$ cat config.mk
export PLATFORM = sky130hd
export DESIGN_NAME = rgbp_host
export DESIGN_NICKNAME = d
export VERILOG_FILES = /design/src/rgbp_pkg.sv /design/src/rgbp_fifo.sv /design/src/rgbp_host.sv
export SDC_FILE = /design/constraint.sdc
export NUM_CORES = 1
export LEC_CHECK = 0
export CAP_MARGIN = 25
export CORE_ASPECT_RATIO = 1.75
export CORE_MARGIN = 8
export CORE_UTILIZATION = 40
export DETAILED_ROUTE_END_ITERATION = 8
export DONT_BUFFER_PORTS = 1
export GPL_TIMING_DRIVEN = 0
export RECOVER_POWER = 50
export SLEW_MARGIN = 20
export SYNTH_ARGS = -nofsm -noshare
export SYNTH_HDL_FRONTEND = slang
export SYNTH_HIERARCHICAL = 1
export SYNTH_SLANG_ARGS = --single-unit
$ cat constraint.sdc
create_clock -name mclk -period 2.98 [get_ports mclk]
set_clock_uncertainty 0.1 [all_clocks]
set_input_delay 0.596 -clock mclk [delete_from_list [all_inputs] [get_ports mclk]]
set_output_delay 0.596 -clock mclk [all_outputs]
set_load 0.01 [all_outputs]
$ cat src/rgbp_pkg.sv
// Package: timing and power sequencing constants for the RGB panel host controller
package rgbp_pkg;
  // System clock
  localparam int MCLK_HZ = 10000000;
  // Pixel clock toggles every PIXDIV mclk edges, so it runs at mclk / (2 * PIXDIV)
  // Limitation: a 10 MHz mclk gives 5 MHz, under the panel's 8 MHz floor
  localparam int PIXDIV = 1;
  // Horizontal timing in pixel clocks
  localparam int H_ACTIVE = 480;
  localparam int H_BACK = 43;
  localparam int H_FRONT = 8;
  localparam int H_SYNC = 4;
  localparam int H_TOTAL = H_SYNC + H_BACK + H_ACTIVE + H_FRONT;
  // Vertical timing in lines
  localparam int V_ACTIVE = 272;
  localparam int V_BACK = 12;
  localparam int V_FRONT = 8;
  localparam int V_SYNC = 4;
  localparam int V_TOTAL = V_SYNC + V_BACK + V_ACTIVE + V_FRONT;
  // Power sequencing times in ms and derived cycle counts (MCLK_HZ / 1000 truncates, no rounding up)
  localparam int T_RST_TO_STBY_MS = 10;
  localparam int T_VIDEO_TO_BL_MS = 250;
  localparam int T_BL_TO_STBY_MS = 5;
  localparam int T_DISCHARGE_MS = 80;
  localparam int RST_TO_STBY_CYC = T_RST_TO_STBY_MS * (MCLK_HZ / 1000);
  localparam int VIDEO_TO_BL_CYC = T_VIDEO_TO_BL_MS * (MCLK_HZ / 1000);
  localparam int BL_TO_STBY_CYC = T_BL_TO_STBY_MS * (MCLK_HZ / 1000);
  localparam int DISCHARGE_CYC = T_DISCHARGE_MS * (MCLK_HZ / 1000);
  // Mode encoding
  localparam logic [1:0] MODE_SYNC_DE = 2'h0;
  localparam logic [1:0] MODE_SYNC = 2'h1;
  localparam logic [1:0] MODE_DE = 2'h2;
  // FIFO geometry
  localparam int FIFO_W = 24;
  localparam int FIFO_D = 32;
  // Power sequencer states
  typedef enum logic [2:0] {
    PS_OFF, PS_RESET_WAIT, PS_VIDEO_WAIT, PS_ON, PS_BL_OFF_WAIT, PS_DISCHARGE
  } rgbp_pwr_e;
endpackage

$ cat src/rgbp_fifo.sv
// Synchronous FIFO with valid/ready on both sides
`timescale 1ns/1ps
module rgbp_fifo #(
  parameter int WIDTH = 24,
  parameter int DEPTH = 32
) (
  input wire logic mclk, // System clock
  input wire logic srst, // Synchronous reset
  input wire logic [WIDTH-1:0] in_data, // Write data
  input wire logic in_valid, // Write valid
  output logic in_ready, // Not full
  output logic [WIDTH-1:0] out_data, // Read data
  output logic out_valid, // Not empty
  input wire logic out_ready // Reader takes word
);
  localparam int AW = $clog2(DEPTH);
  logic [WIDTH-1:0] mem [DEPTH];
  logic [AW-1:0] wr_ptr;
  logic [AW-1:0] rd_ptr;
  logic [AW:0] count;
  logic push;
  logic pop;

  // Handshake terms
  assign in_ready = (count != (AW+1)'(DEPTH));
  assign out_valid = (count != '0);
  assign push = in_valid && in_ready;
  assign pop = out_valid && out_ready;
  assign out_data = mem[rd_ptr];

  // Storage write
  always_ff @(posedge mclk) begin
    if (push) begin
      mem[wr_ptr] <= in_data;
    end
  end

  // Pointers and occupancy
  always_ff @(posedge mclk) begin
    if (srst) begin
      wr_ptr <= '0;
      rd_ptr <= '0;
      count <= '0;
    end else begin
      if (push) begin
        wr_ptr <= AW'(wr_ptr + 1'b1);
      end
      if (pop) begin
        rd_ptr <= AW'(rd_ptr + 1'b1);
      end
      if (push && !pop) begin
        count <= (AW+1)'(count + 1'b1);
      end else if (pop && !push) begin
        count <= (AW+1)'(count - 1'b1);
      end
    end
  end
endmodule

$ cat src/rgbp_host.sv
// Host-side RGB panel timing generator and power sequencer
// Summary of operation
// - Three modes: sync+enable, sync only, enable only
// - Pixel clock between 8 and 12 MHz; here mclk / 2, so 5 MHz from the 10 MHz mclk
// - 480 active pixels, 272 active lines
// - Line 485..598 clocks, porch/pulse limits
// - Frame 276..321 lines, porch/pulse limits
// - Sync-only mode: back porches 43 and 12
// - Reset release allowed once supply stable
// - Standby high at least 10 ms after reset
// - Backlight on 250 ms after video starts
// - Backlight off, standby low 5 ms later
// - 80 ms discharge before power removal
`timescale 1ns/1ps
module rgbp_host #(
  parameter int RST_TO_STBY = rgbp_pkg::RST_TO_STBY_CYC, // Reset to standby-high cycles
  parameter int VIDEO_TO_BL = rgbp_pkg::VIDEO_TO_BL_CYC, // Video to backlight cycles
  parameter int BL_TO_STBY = rgbp_pkg::BL_TO_STBY_CYC, // Backlight off to standby-low
  parameter int DISCHARGE = rgbp_pkg::DISCHARGE_CYC // Discharge wait cycles
) (
  input wire logic mclk, // 10 MHz system clock
  input wire logic srst, // Synchronous reset, active high
  input wire logic [1:0] mode, // Sync/enable mode select
  input wire logic power_up, // Level: request panel on
  output logic power_ok, // Panel sequence complete; power may be removed only when it and power_busy are both low
  output logic power_busy, // Sequencer in a wait state
  input wire logic [rgbp_pkg::FIFO_W-1:0] pix_data, // Pixel word in
  input wire logic pix_valid, // Pixel word valid
  output logic pix_ready, // FIFO can take a word
  output logic underrun, // Pulse: active pixel with empty FIFO
  output logic frame_start, // Pulse: start of frame
  output logic pixel_clock, // Pixel clock to panel
  output logic hsync_n, // Horizontal sync, active low
  output logic vsync_n, // Vertical sync, active low
  output logic active_pixel_strobe, // Data enable to panel
  output logic [7:0] red_bits, // Red data
  output logic [7:0] green_bits, // Green data
  output logic [7:0] blue_bits, // Blue data
  output logic panel_reset, // Panel reset, high releases
  output logic standby_control, // High normal, low standby
  output logic backlight_on // Backlight supply switch
);
  import rgbp_pkg::*;

  rgbp_pwr_e state;
  logic [31:0] wait_cnt;
  logic video_run;
  logic [9:0] hcnt;
  logic [8:0] vcnt;
  logic pclk_phase;
  logic pix_edge;
  logic h_act;
  logic v_act;
  logic act;
  logic [FIFO_W-1:0] f_data;
  logic f_valid;
  logic f_pop;

  // Pixel FIFO; pops only on an active pixel so the source stalls when it fills
  rgbp_fifo #(.WIDTH(FIFO_W), .DEPTH(FIFO_D)) u_fifo (
    .mclk(mclk),
    .srst(srst),
    .in_data(pix_data),
    .in_valid(pix_valid),
    .in_ready(pix_ready),
    .out_data(f_data),
    .out_valid(f_valid),
    .out_ready(f_pop)
  );

  // Pixel clock: mclk divided by two; the 8 MHz floor needs an mclk of 16 MHz or more,
  // a known limitation at 10 MHz; logic steps on the falling pixel edge
  always_ff @(posedge mclk) begin
    if (srst) begin
      pclk_phase <= 1'b0;
    end else begin
      pclk_phase <= ~pclk_phase;
    end
  end
  assign pixel_clock = pclk_phase;
  assign pix_edge = pclk_phase; // Next mclk edge drops the pixel clock: update outputs then

  // Horizontal and vertical counters, fixed totals every line and frame
  always_ff @(posedge mclk) begin
    if (srst || !video_run) begin
      hcnt <= '0;
      vcnt <= '0;
    end else if (pix_edge) begin
      if (hcnt == 10'(H_TOTAL - 1)) begin
        hcnt <= '0;
        vcnt <= (vcnt == 9'(V_TOTAL - 1)) ? '0 : 9'(vcnt + 1'b1);
      end else begin
        hcnt <= 10'(hcnt + 1'b1);
      end
    end
  end

  // Active window placed after sync plus the fixed back porches
  assign h_act = (hcnt >= 10'(H_SYNC + H_BACK)) && (hcnt < 10'(H_SYNC + H_BACK + H_ACTIVE));
  assign v_act = (vcnt >= 9'(V_SYNC + V_BACK)) && (vcnt < 9'(V_SYNC + V_BACK + V_ACTIVE));
  assign act = video_run && h_act && v_act;
  assign f_pop = act && pix_edge;

  // Registered video outputs, changed only as the pixel clock falls
  // Stopping video idles the pins on a fall too, never under the panel's sampling edge
  always_ff @(posedge mclk) begin
    if (srst) begin
      hsync_n <= 1'b1;
      vsync_n <= 1'b1;
      active_pixel_strobe <= 1'b0;
      red_bits <= 8'h00;
      green_bits <= 8'h00;
      blue_bits <= 8'h00;
    end else if (pix_edge && !video_run) begin
      hsync_n <= 1'b1;
      vsync_n <= 1'b1;
      active_pixel_strobe <= 1'b0;
      red_bits <= 8'h00;
      green_bits <= 8'h00;
      blue_bits <= 8'h00;
    end else if (pix_edge) begin
      // Grounded syncs in enable-only mode, grounded strobe in sync-only mode
      hsync_n <= (mode == MODE_DE) ? 1'b0 : !(hcnt < 10'(H_SYNC));
      vsync_n <= (mode == MODE_DE) ? 1'b0 : !(vcnt < 9'(V_SYNC));
      active_pixel_strobe <= (mode == MODE_SYNC) ? 1'b0 : act;
      // Data zero outside the active window
      if (act && f_valid) begin
        red_bits <= f_data[23:16];
        green_bits <= f_data[15:8];
        blue_bits <= f_data[7:0];
      end else begin
        red_bits <= 8'h00;
        green_bits <= 8'h00;
        blue_bits <= 8'h00;
      end
    end
  end

  // Event pulses
  always_ff @(posedge mclk) begin
    if (srst) begin
      underrun <= 1'b0;
      frame_start <= 1'b0;
    end else begin
      underrun <= f_pop && !f_valid;
      frame_start <= video_run && pix_edge && (hcnt == '0) && (vcnt == '0);
    end
  end

  // Power sequencer; each wait counts down a loaded cycle figure
  always_ff @(posedge mclk) begin
    if (srst) begin
      state <= PS_OFF;
      wait_cnt <= '0;
      panel_reset <= 1'b0;
      standby_control <= 1'b0;
      backlight_on <= 1'b0;
      video_run <= 1'b0;
    end else begin
      case (state)
        PS_OFF: begin
          if (power_up) begin
            panel_reset <= 1'b1;
            wait_cnt <= 32'(RST_TO_STBY);
            state <= PS_RESET_WAIT;
          end
        end
        PS_RESET_WAIT: begin
          if (wait_cnt != '0) begin
            wait_cnt <= wait_cnt - 1'b1;
          end else begin
            standby_control <= 1'b1;
            video_run <= 1'b1;
            wait_cnt <= 32'(VIDEO_TO_BL);
            state <= PS_VIDEO_WAIT;
          end
        end
        PS_VIDEO_WAIT: begin
          if (!power_up) begin
            wait_cnt <= 32'(BL_TO_STBY);
            state <= PS_BL_OFF_WAIT;
          end else if (wait_cnt != '0) begin
            wait_cnt <= wait_cnt - 1'b1;
          end else begin
            backlight_on <= 1'b1;
            state <= PS_ON;
          end
        end
        PS_ON: begin
          if (!power_up) begin
            backlight_on <= 1'b0;
            wait_cnt <= 32'(BL_TO_STBY);
            state <= PS_BL_OFF_WAIT;
          end
        end
        PS_BL_OFF_WAIT: begin
          if (wait_cnt != '0) begin
            wait_cnt <= wait_cnt - 1'b1;
          end else begin
            standby_control <= 1'b0;
            video_run <= 1'b0;
            panel_reset <= 1'b0;
            wait_cnt <= 32'(DISCHARGE);
            state <= PS_DISCHARGE;
          end
        end
        default: begin
          if (wait_cnt != '0) begin
            wait_cnt <= wait_cnt - 1'b1;
          end else begin
            state <= PS_OFF;
          end
        end
      endcase
    end
  end

  assign power_ok = (state == PS_ON);
  assign power_busy = (state != PS_ON) && (state != PS_OFF);
endmodule

Yosys cells after proc, flatten, opt, wreduce, memory -nomap -nowiden
Memory sizes are Yosys's and may differ from the RTL's. A register that Yosys moved wholly into a read port is not among the register bits. Cells that the tools add are included.

Bits of input ports: 30. Memories: 1. Flip-flop bits (word level): 103. Output and inout port bits: 36. RAM bits: 768.

Memories: u_fifo.mem (depth 32, bits a word 24, read ports 1, clocked after Yosys merged registers in 1, write ports 1, line rgbp_fifo.sv:17) `logic [WIDTH-1:0] mem [DEPTH];`.

Bitwise logic cells: 1. Multiplexer cells: 37. Equality and inequality tests: 18. Reduce and logical (&&, ||, !) cells: 40. Add/sub/neg operators: 7. Magnitude comparators: 6.

Operators by type and width (number): $mux W32 (6); $pmux W32 S5 (1); $reduce_bool A32 Y1 (1); $sub A32 B1 Y32 const B (1); $mux W8 (3); $mux W3 (7); $logic_and A1 B1 Y1 (16); $pmux W3 S5 (1); $mux W6 (2); $ne A2 B2 Y1 const B (6); $add A10 B1 Y10 const B (1); $add A5 B1 Y5 const B (2); $eq A10 B10 Y1 const B (1); $ge A10 B6 Y1 const B (1); $logic_not A10 Y1 (1); $lt A10 B10 Y1 const B (1); $lt A10 B3 Y1 const B (1); $mux W1 (10); $mux W10 (1); $mux W5 (2); $add A9 B1 Y9 const B (1); $eq A9 B9 Y1 const B (1); $ge A9 B5 Y1 const B (1); $logic_not A9 Y1 (1); other kinds (27) (40).

Logic depth before layout (Yosys ltp)
Depth in word-level cells: 9. Depth in mapped cells: 12.

Cells and area by module
Netlist, hierarchy kept.

Modules (own cells, without submodules): rgbp_fifo (cells each 1528, times used 1, area each 30354.1 um2); rgbp_host (cells each 529, times used 1, area each 4398.0 um2).

Least setup slack after synthesis
Ideal clock, no wire load.

Path kind: reg-to-reg. Start: reg hcnt[1]. End: reg u_fifo.count[5]. Library setup time: 0.062 ns. Stages on the path, launching flop included: 13. Slack: -0.153 ns. Required time: 2.818 ns. Clock period less this slack: 3.133 ns. Data arrival time: 2.971 ns. Cell sequence: dfxtp_1 -> ha_1 -> a31oi_1 -> o211ai_1 -> nor3b_1 -> o31ai_4 -> ha_1 -> inv_1 -> ha_1 -> and3_2 -> a2111oi_0 -> o22ai_1 -> nand3_1.

Longest elaborated chain between the ends: 9.

Ends and longest elaborated chain: start: declaration (line rgbp_host.sv:48) `logic [9:0] hcnt;`; start signal: assignment (line rgbp_host.sv:93) `hcnt <= 10'(hcnt + 1'b1);`; $ge A10 B6 Y1 / $lt A10 B10 Y1 (equally long branches) (line rgbp_host.sv:99) `assign h_act = (hcnt >= 10'(H_SYNC + H_BACK)) && (hcnt < 10'(H_SYNC + H_BACK + H_ACTIVE));`; $logic_and A1 B1 Y1 * (line rgbp_host.sv:99); $logic_and A1 B1 Y1 * (2 in series) (line rgbp_host.sv:101) `assign act = video_run && h_act && v_act;`; $logic_and A1 B1 Y1 * (line rgbp_host.sv:102) `assign f_pop = act && pix_edge;`; net f_pop (line rgbp_host.sv:57) `logic f_pop;`; $logic_and A1 B1 Y1 * (line rgbp_fifo.sv:28) `assign pop = out_valid && out_ready;`; $logic_not A1 Y1 (line rgbp_fifo.sv:51) `if (push && !pop) begin`; $logic_and A1 B1 Y1 (line rgbp_fifo.sv:51); $mux W6 / $reduce_bool A2 Y1 (equally long branches); end signal: assignment (line rgbp_fifo.sv:52) `count <= (AW+1)'(count + 1'b1);`; end signal: assignment (line rgbp_fifo.sv:54) `count <= (AW+1)'(count - 1'b1);`; end: declaration (line rgbp_fifo.sv:20) `logic [AW:0] count;`.

The timed path passes the listed nets; every way through them passes the cells marked *. A chain may end at the register's enable or synchronous reset.

Final worst setup path
Start: reg u_fifo.count[0]. End: mem u_fifo.mem[15][18] (enable).

Longest elaborated chain between the ends: 4.

Ends and longest elaborated chain: $ne A6 B6 Y1 (line rgbp_fifo.sv:25) `assign in_ready = (count != (AW+1)'(DEPTH));`; $logic_and A1 B1 Y1 (line rgbp_fifo.sv:27) `assign push = in_valid && in_ready;`; $mux W1 (line rgbp_fifo.sv:33) `if (push) begin`; $mux W1 (implied by the code) (line rgbp_fifo.sv:34) `mem[wr_ptr] <= in_data;`; end: declaration (line rgbp_fifo.sv:17).

Every way passes these cells.

==> summary.md <==
| Metric | Value |
|---|---|
| Clock latency on the worst-skew pair | 640 ps |
| Clock sinks | 876 |
| XOR/XNOR share of the synthesized area | 0.00832 |
| Biggest area consumer among synthesized cells | edfxtp_1 |
| Final period demand of the worst path | between 3000 and 4000 ps |
| Number of max-slew violations in the final report | 660 |
| Per-cell routed wire length | approximately 27 um |
| Cells taking the most area after synthesis | edfxtp_1 (66%), dfxtp_1 (6.2%), mux4_2 (6.2%), mux2i_1 (5.6%), a22oi_1 (3.6%) |
| Sum of overflow across all layers after global routing | 0 |
| Clock-pin transition on the worst setup and hold timing paths | roughly 70 ps |
| Share of the synthesized area in compound gates (AO/OA/AOI/OAI) | 0.0619 |
| Total Nets Final | between 2,000 and 2,500 |
| Number of design rule violations left after detail routing | 0 |
| Pin count of the biggest net entering global routing | 33 |
| DR pass1 iterations | 5 |
| Placed instance area | roughly 37,000 um^2 |
| Count of final setup violators | 22 |
| Adder-cell share of the synthesized area | 0.00742 |
| Actual transition at the worst max-transition pin | between 1500 and 2000 ps |
| Half-perimeter wire length after detailed placement | approximately 65 mm |
| Simple-gate area share of the yosys netlist | 0.0589 |
| Ratio of cells with drive above 1 in the final layout | 0.196 |
| Area of all placed cells without fillers | between 40,000 and 50,000 um^2 |
| Via count of the first global-routing pass | 20,200 |
| Global-route wire length before repair | about 130 mm |
| Die outline height | between 400 and 500 um |
| Die outline width | between 200 and 250 um |
| Top_reg_cell synth | edfxtp_1 |
| CTS max path bufs | 3 |
| Area of the core | 86,400 um^2 |
| Wire length reported by the detailed router | about 94 mm |
| IR drop worst, VDD | slightly above 0.4 mV |
| Routability cong. | around 0.86 |
| Required time at the endpoint of the critical path | 3180 ps |
| Vias after detailed routing | between 15,000 and 20,000 |
| Initial standard-cell utilization of the core | 0.402 |
| Library cells used by synthesis | 85 |
| Commonest cells after routing, fill and taps aside | edfxtp_1 (768), mux2i_1 (196), a22oi_1 (153) |
| Average instance area after synthesis | 16.9 um^2 |
| Syn Std Cell Area | ~35,000 um^2 |
| YS warnings | 6 |
| Area share of the largest cell type after synthesis | 0.664 |
| Number of synthesized flops with an enable pin | around 770 |
| Count of antenna-violating nets left after detailed routing | 0 |
| TritonCTS clock tree | built |
| Cell row count | 143 |
| Flop-to-flop setup slack | -30 ps |
| Initial drt markers | between 1,500 and 2,000 |
| Nets in the synthesized netlist | approximately 2,100 |
| Flop and latch count out of synthesis | slightly below 900 |
| Clock buffer count from CTS | 79 |
| Worst hold-check path type | input pin to flip-flop |
| Power per cell area | 679 nW/um^2 |
| Commonest non-fill, non-tap cell in the layout | edfxtp_1 |
| Total GRT Usage | 0.191 |
| Number of port buffers | 0 |
| Dominant combinational cell family by area after synthesis | multiplexers |
| Max FO, Critical Path | 24 |
| Post-route clock period utilization | 1.01 |
| Number of antenna violations at the first check in global routing | 1 |
| Number of instances in the synthesized netlist | 2,057 |
| Critical path endpoint category | flip-flop |
| Maximum operating frequency | around 0.33 GHz |
| RSZ-0062 raised after global routing | yes |
| Headroom to the max-slew limit | -0.174 |
| Share of cell area taken by muxes after synthesis | 0.120 |
| Number of maximum-capacitance violations | 22 |
| Fin. Hold Viols | 0 |
| Sequential cell area fraction in the yosys report | 0.726 |
| Post-Place Setup Slack | -1250 ps |
| Clock Tree Root | clkbuf_16 |
| Outcome | complete, but fails checks |
| Worst Slack Setup Final | -25.3 ps |
| Via-to-Cell Ratio | 5.64 |
| Leak pwr | ~12 nW |
| H-tree depth reported by CTS | 3 |
| Signed area change from the synthesized netlist to the final layout | 17.0% |
| N_diodes | 0 |
| Worst Setup Start Kind | flip-flop |
| Violations in the final reports | capacitance limit, slew limit, setup timing |
| Proportion of register bits with asynchronous set or reset after synthesis | 0 |
| Die area | between 90,000 and 100,000 um^2 |
| Arrival time worst endpoint | between 3000 and 4000 ps |
| Crit path kind | flip-flop to flip-flop |
| I/O pin count | between 60 and 70 |
power breakdown:
group | internal (mW) | switching [mW]
Clock | 5.74 | 4.50
Combinational | 1.16 | 2.26
Sequential | 13.7 | 0.263
through the flow:
stage	TNS [ps]	power, mW	hold slack (ps)	cells	utilization
after floorplan	0	16.2	338	2057	-
after global placement	-581880	17.0	360	3217	0.419
after detailed placement	-11870	17.2	369	3249	0.431
after CTS	-117	27.7	25.2	3427	0.470
after global routing	-3340	28.5	80.0	3461	0.470
final	-411	27.6	58.9	3461	0.470
registers in the layout, indices dropped and copies added, names as in the netlist, 3 cells and up, named ones only:
signal / count
blue_bits: 8
hcnt: 10
red_bits: 8
u_fifo/rd_ptr: 5
u_fifo/mem: 768
state: 3
u_fifo/count: 6
vcnt: 9
wait_cnt: 32
u_fifo/wr_ptr: 5
green_bits: 8
cells by family after synthesis:
group,count (synthesis)
flip-flops,876
AND/OR/NAND/NOR,407
multiplexers,295
AO/OA/AOI/OAI,294
buffers and inverters,132
XOR/XNOR,33
adder cells (fa/ha/maj),20
critical path, cell delays in order (launching register included):
cell and delay [ps]:
dfxtp_1 360, or4_4 550, clkbuf_1 200, o311ai_0 410, clkbuf_1 480, or2_2 270
inv_2 270
per-layer routing:
metal / vias up / global-route usage / routed length, um
met5: - / 0 / 0
met2: 680 / 0.361 / 50900
li1: 8602 / - / -
met1: 10000 / 0.194 / 31900
met4: 0 / 0.103 / 5500
met3: 219 / 0.0365 / 5460
cell usage after synthesis, types with 5 or more instances:
library cell / count
a211oi_1: 8
a21oi_1: 35
a22oi_1: 168
a311oi_1: 5
a31oi_1: 5
and3_1: 6
buf_1: 6
buf_2: 39
buf_4: 7
clkbuf_1: 53
dfxtp_1: 108
edfxtp_1: 768
ha_1: 19
inv_1: 18
mux2i_1: 196
mux4_2: 96
nand2_1: 46
nand3_1: 71
nand3b_1: 6
nand4_1: 33
nor2_1: 150
nor2b_1: 15
nor3_1: 20
nor3b_1: 6
nor4_1: 16
o21ai_0: 20
o22ai_1: 6
o31ai_1: 5
xnor2_1: 14
xor2_1: 19
final timing paths:
path                                 startpoint                 end  cells past startpoint
worst min register to register     wait_cnt[30]        wait_cnt[30]                      1
worst max register to register  u_fifo/count[0]  u_fifo/mem[15][18]                      6
worst min-delay path                    mode[1]             hsync_n                      3
worst max-delay path            u_fifo/count[0]  u_fifo/mem[15][18]                      6
timing repair:
action	CTS	global route
gates resized for setup	52	37
endpoints found under the setup margin	34	325
hold endpoints to repair	768	0
pin swaps	7	23
hold buffers	24	0
setup buffers	8	36
area by class of cell:
class	instances	area [um^2]
fill	7351	45800
sequential	876	25200
multi-input combinational	1049	9370
clock buffer	103	2150
tap	1160	1450
timing repair buffer	100	1350
buffer	109	577
clock inverter	43	424
inverter	21	82.6
No activity file was read; power rests on OpenSTA's default activity.
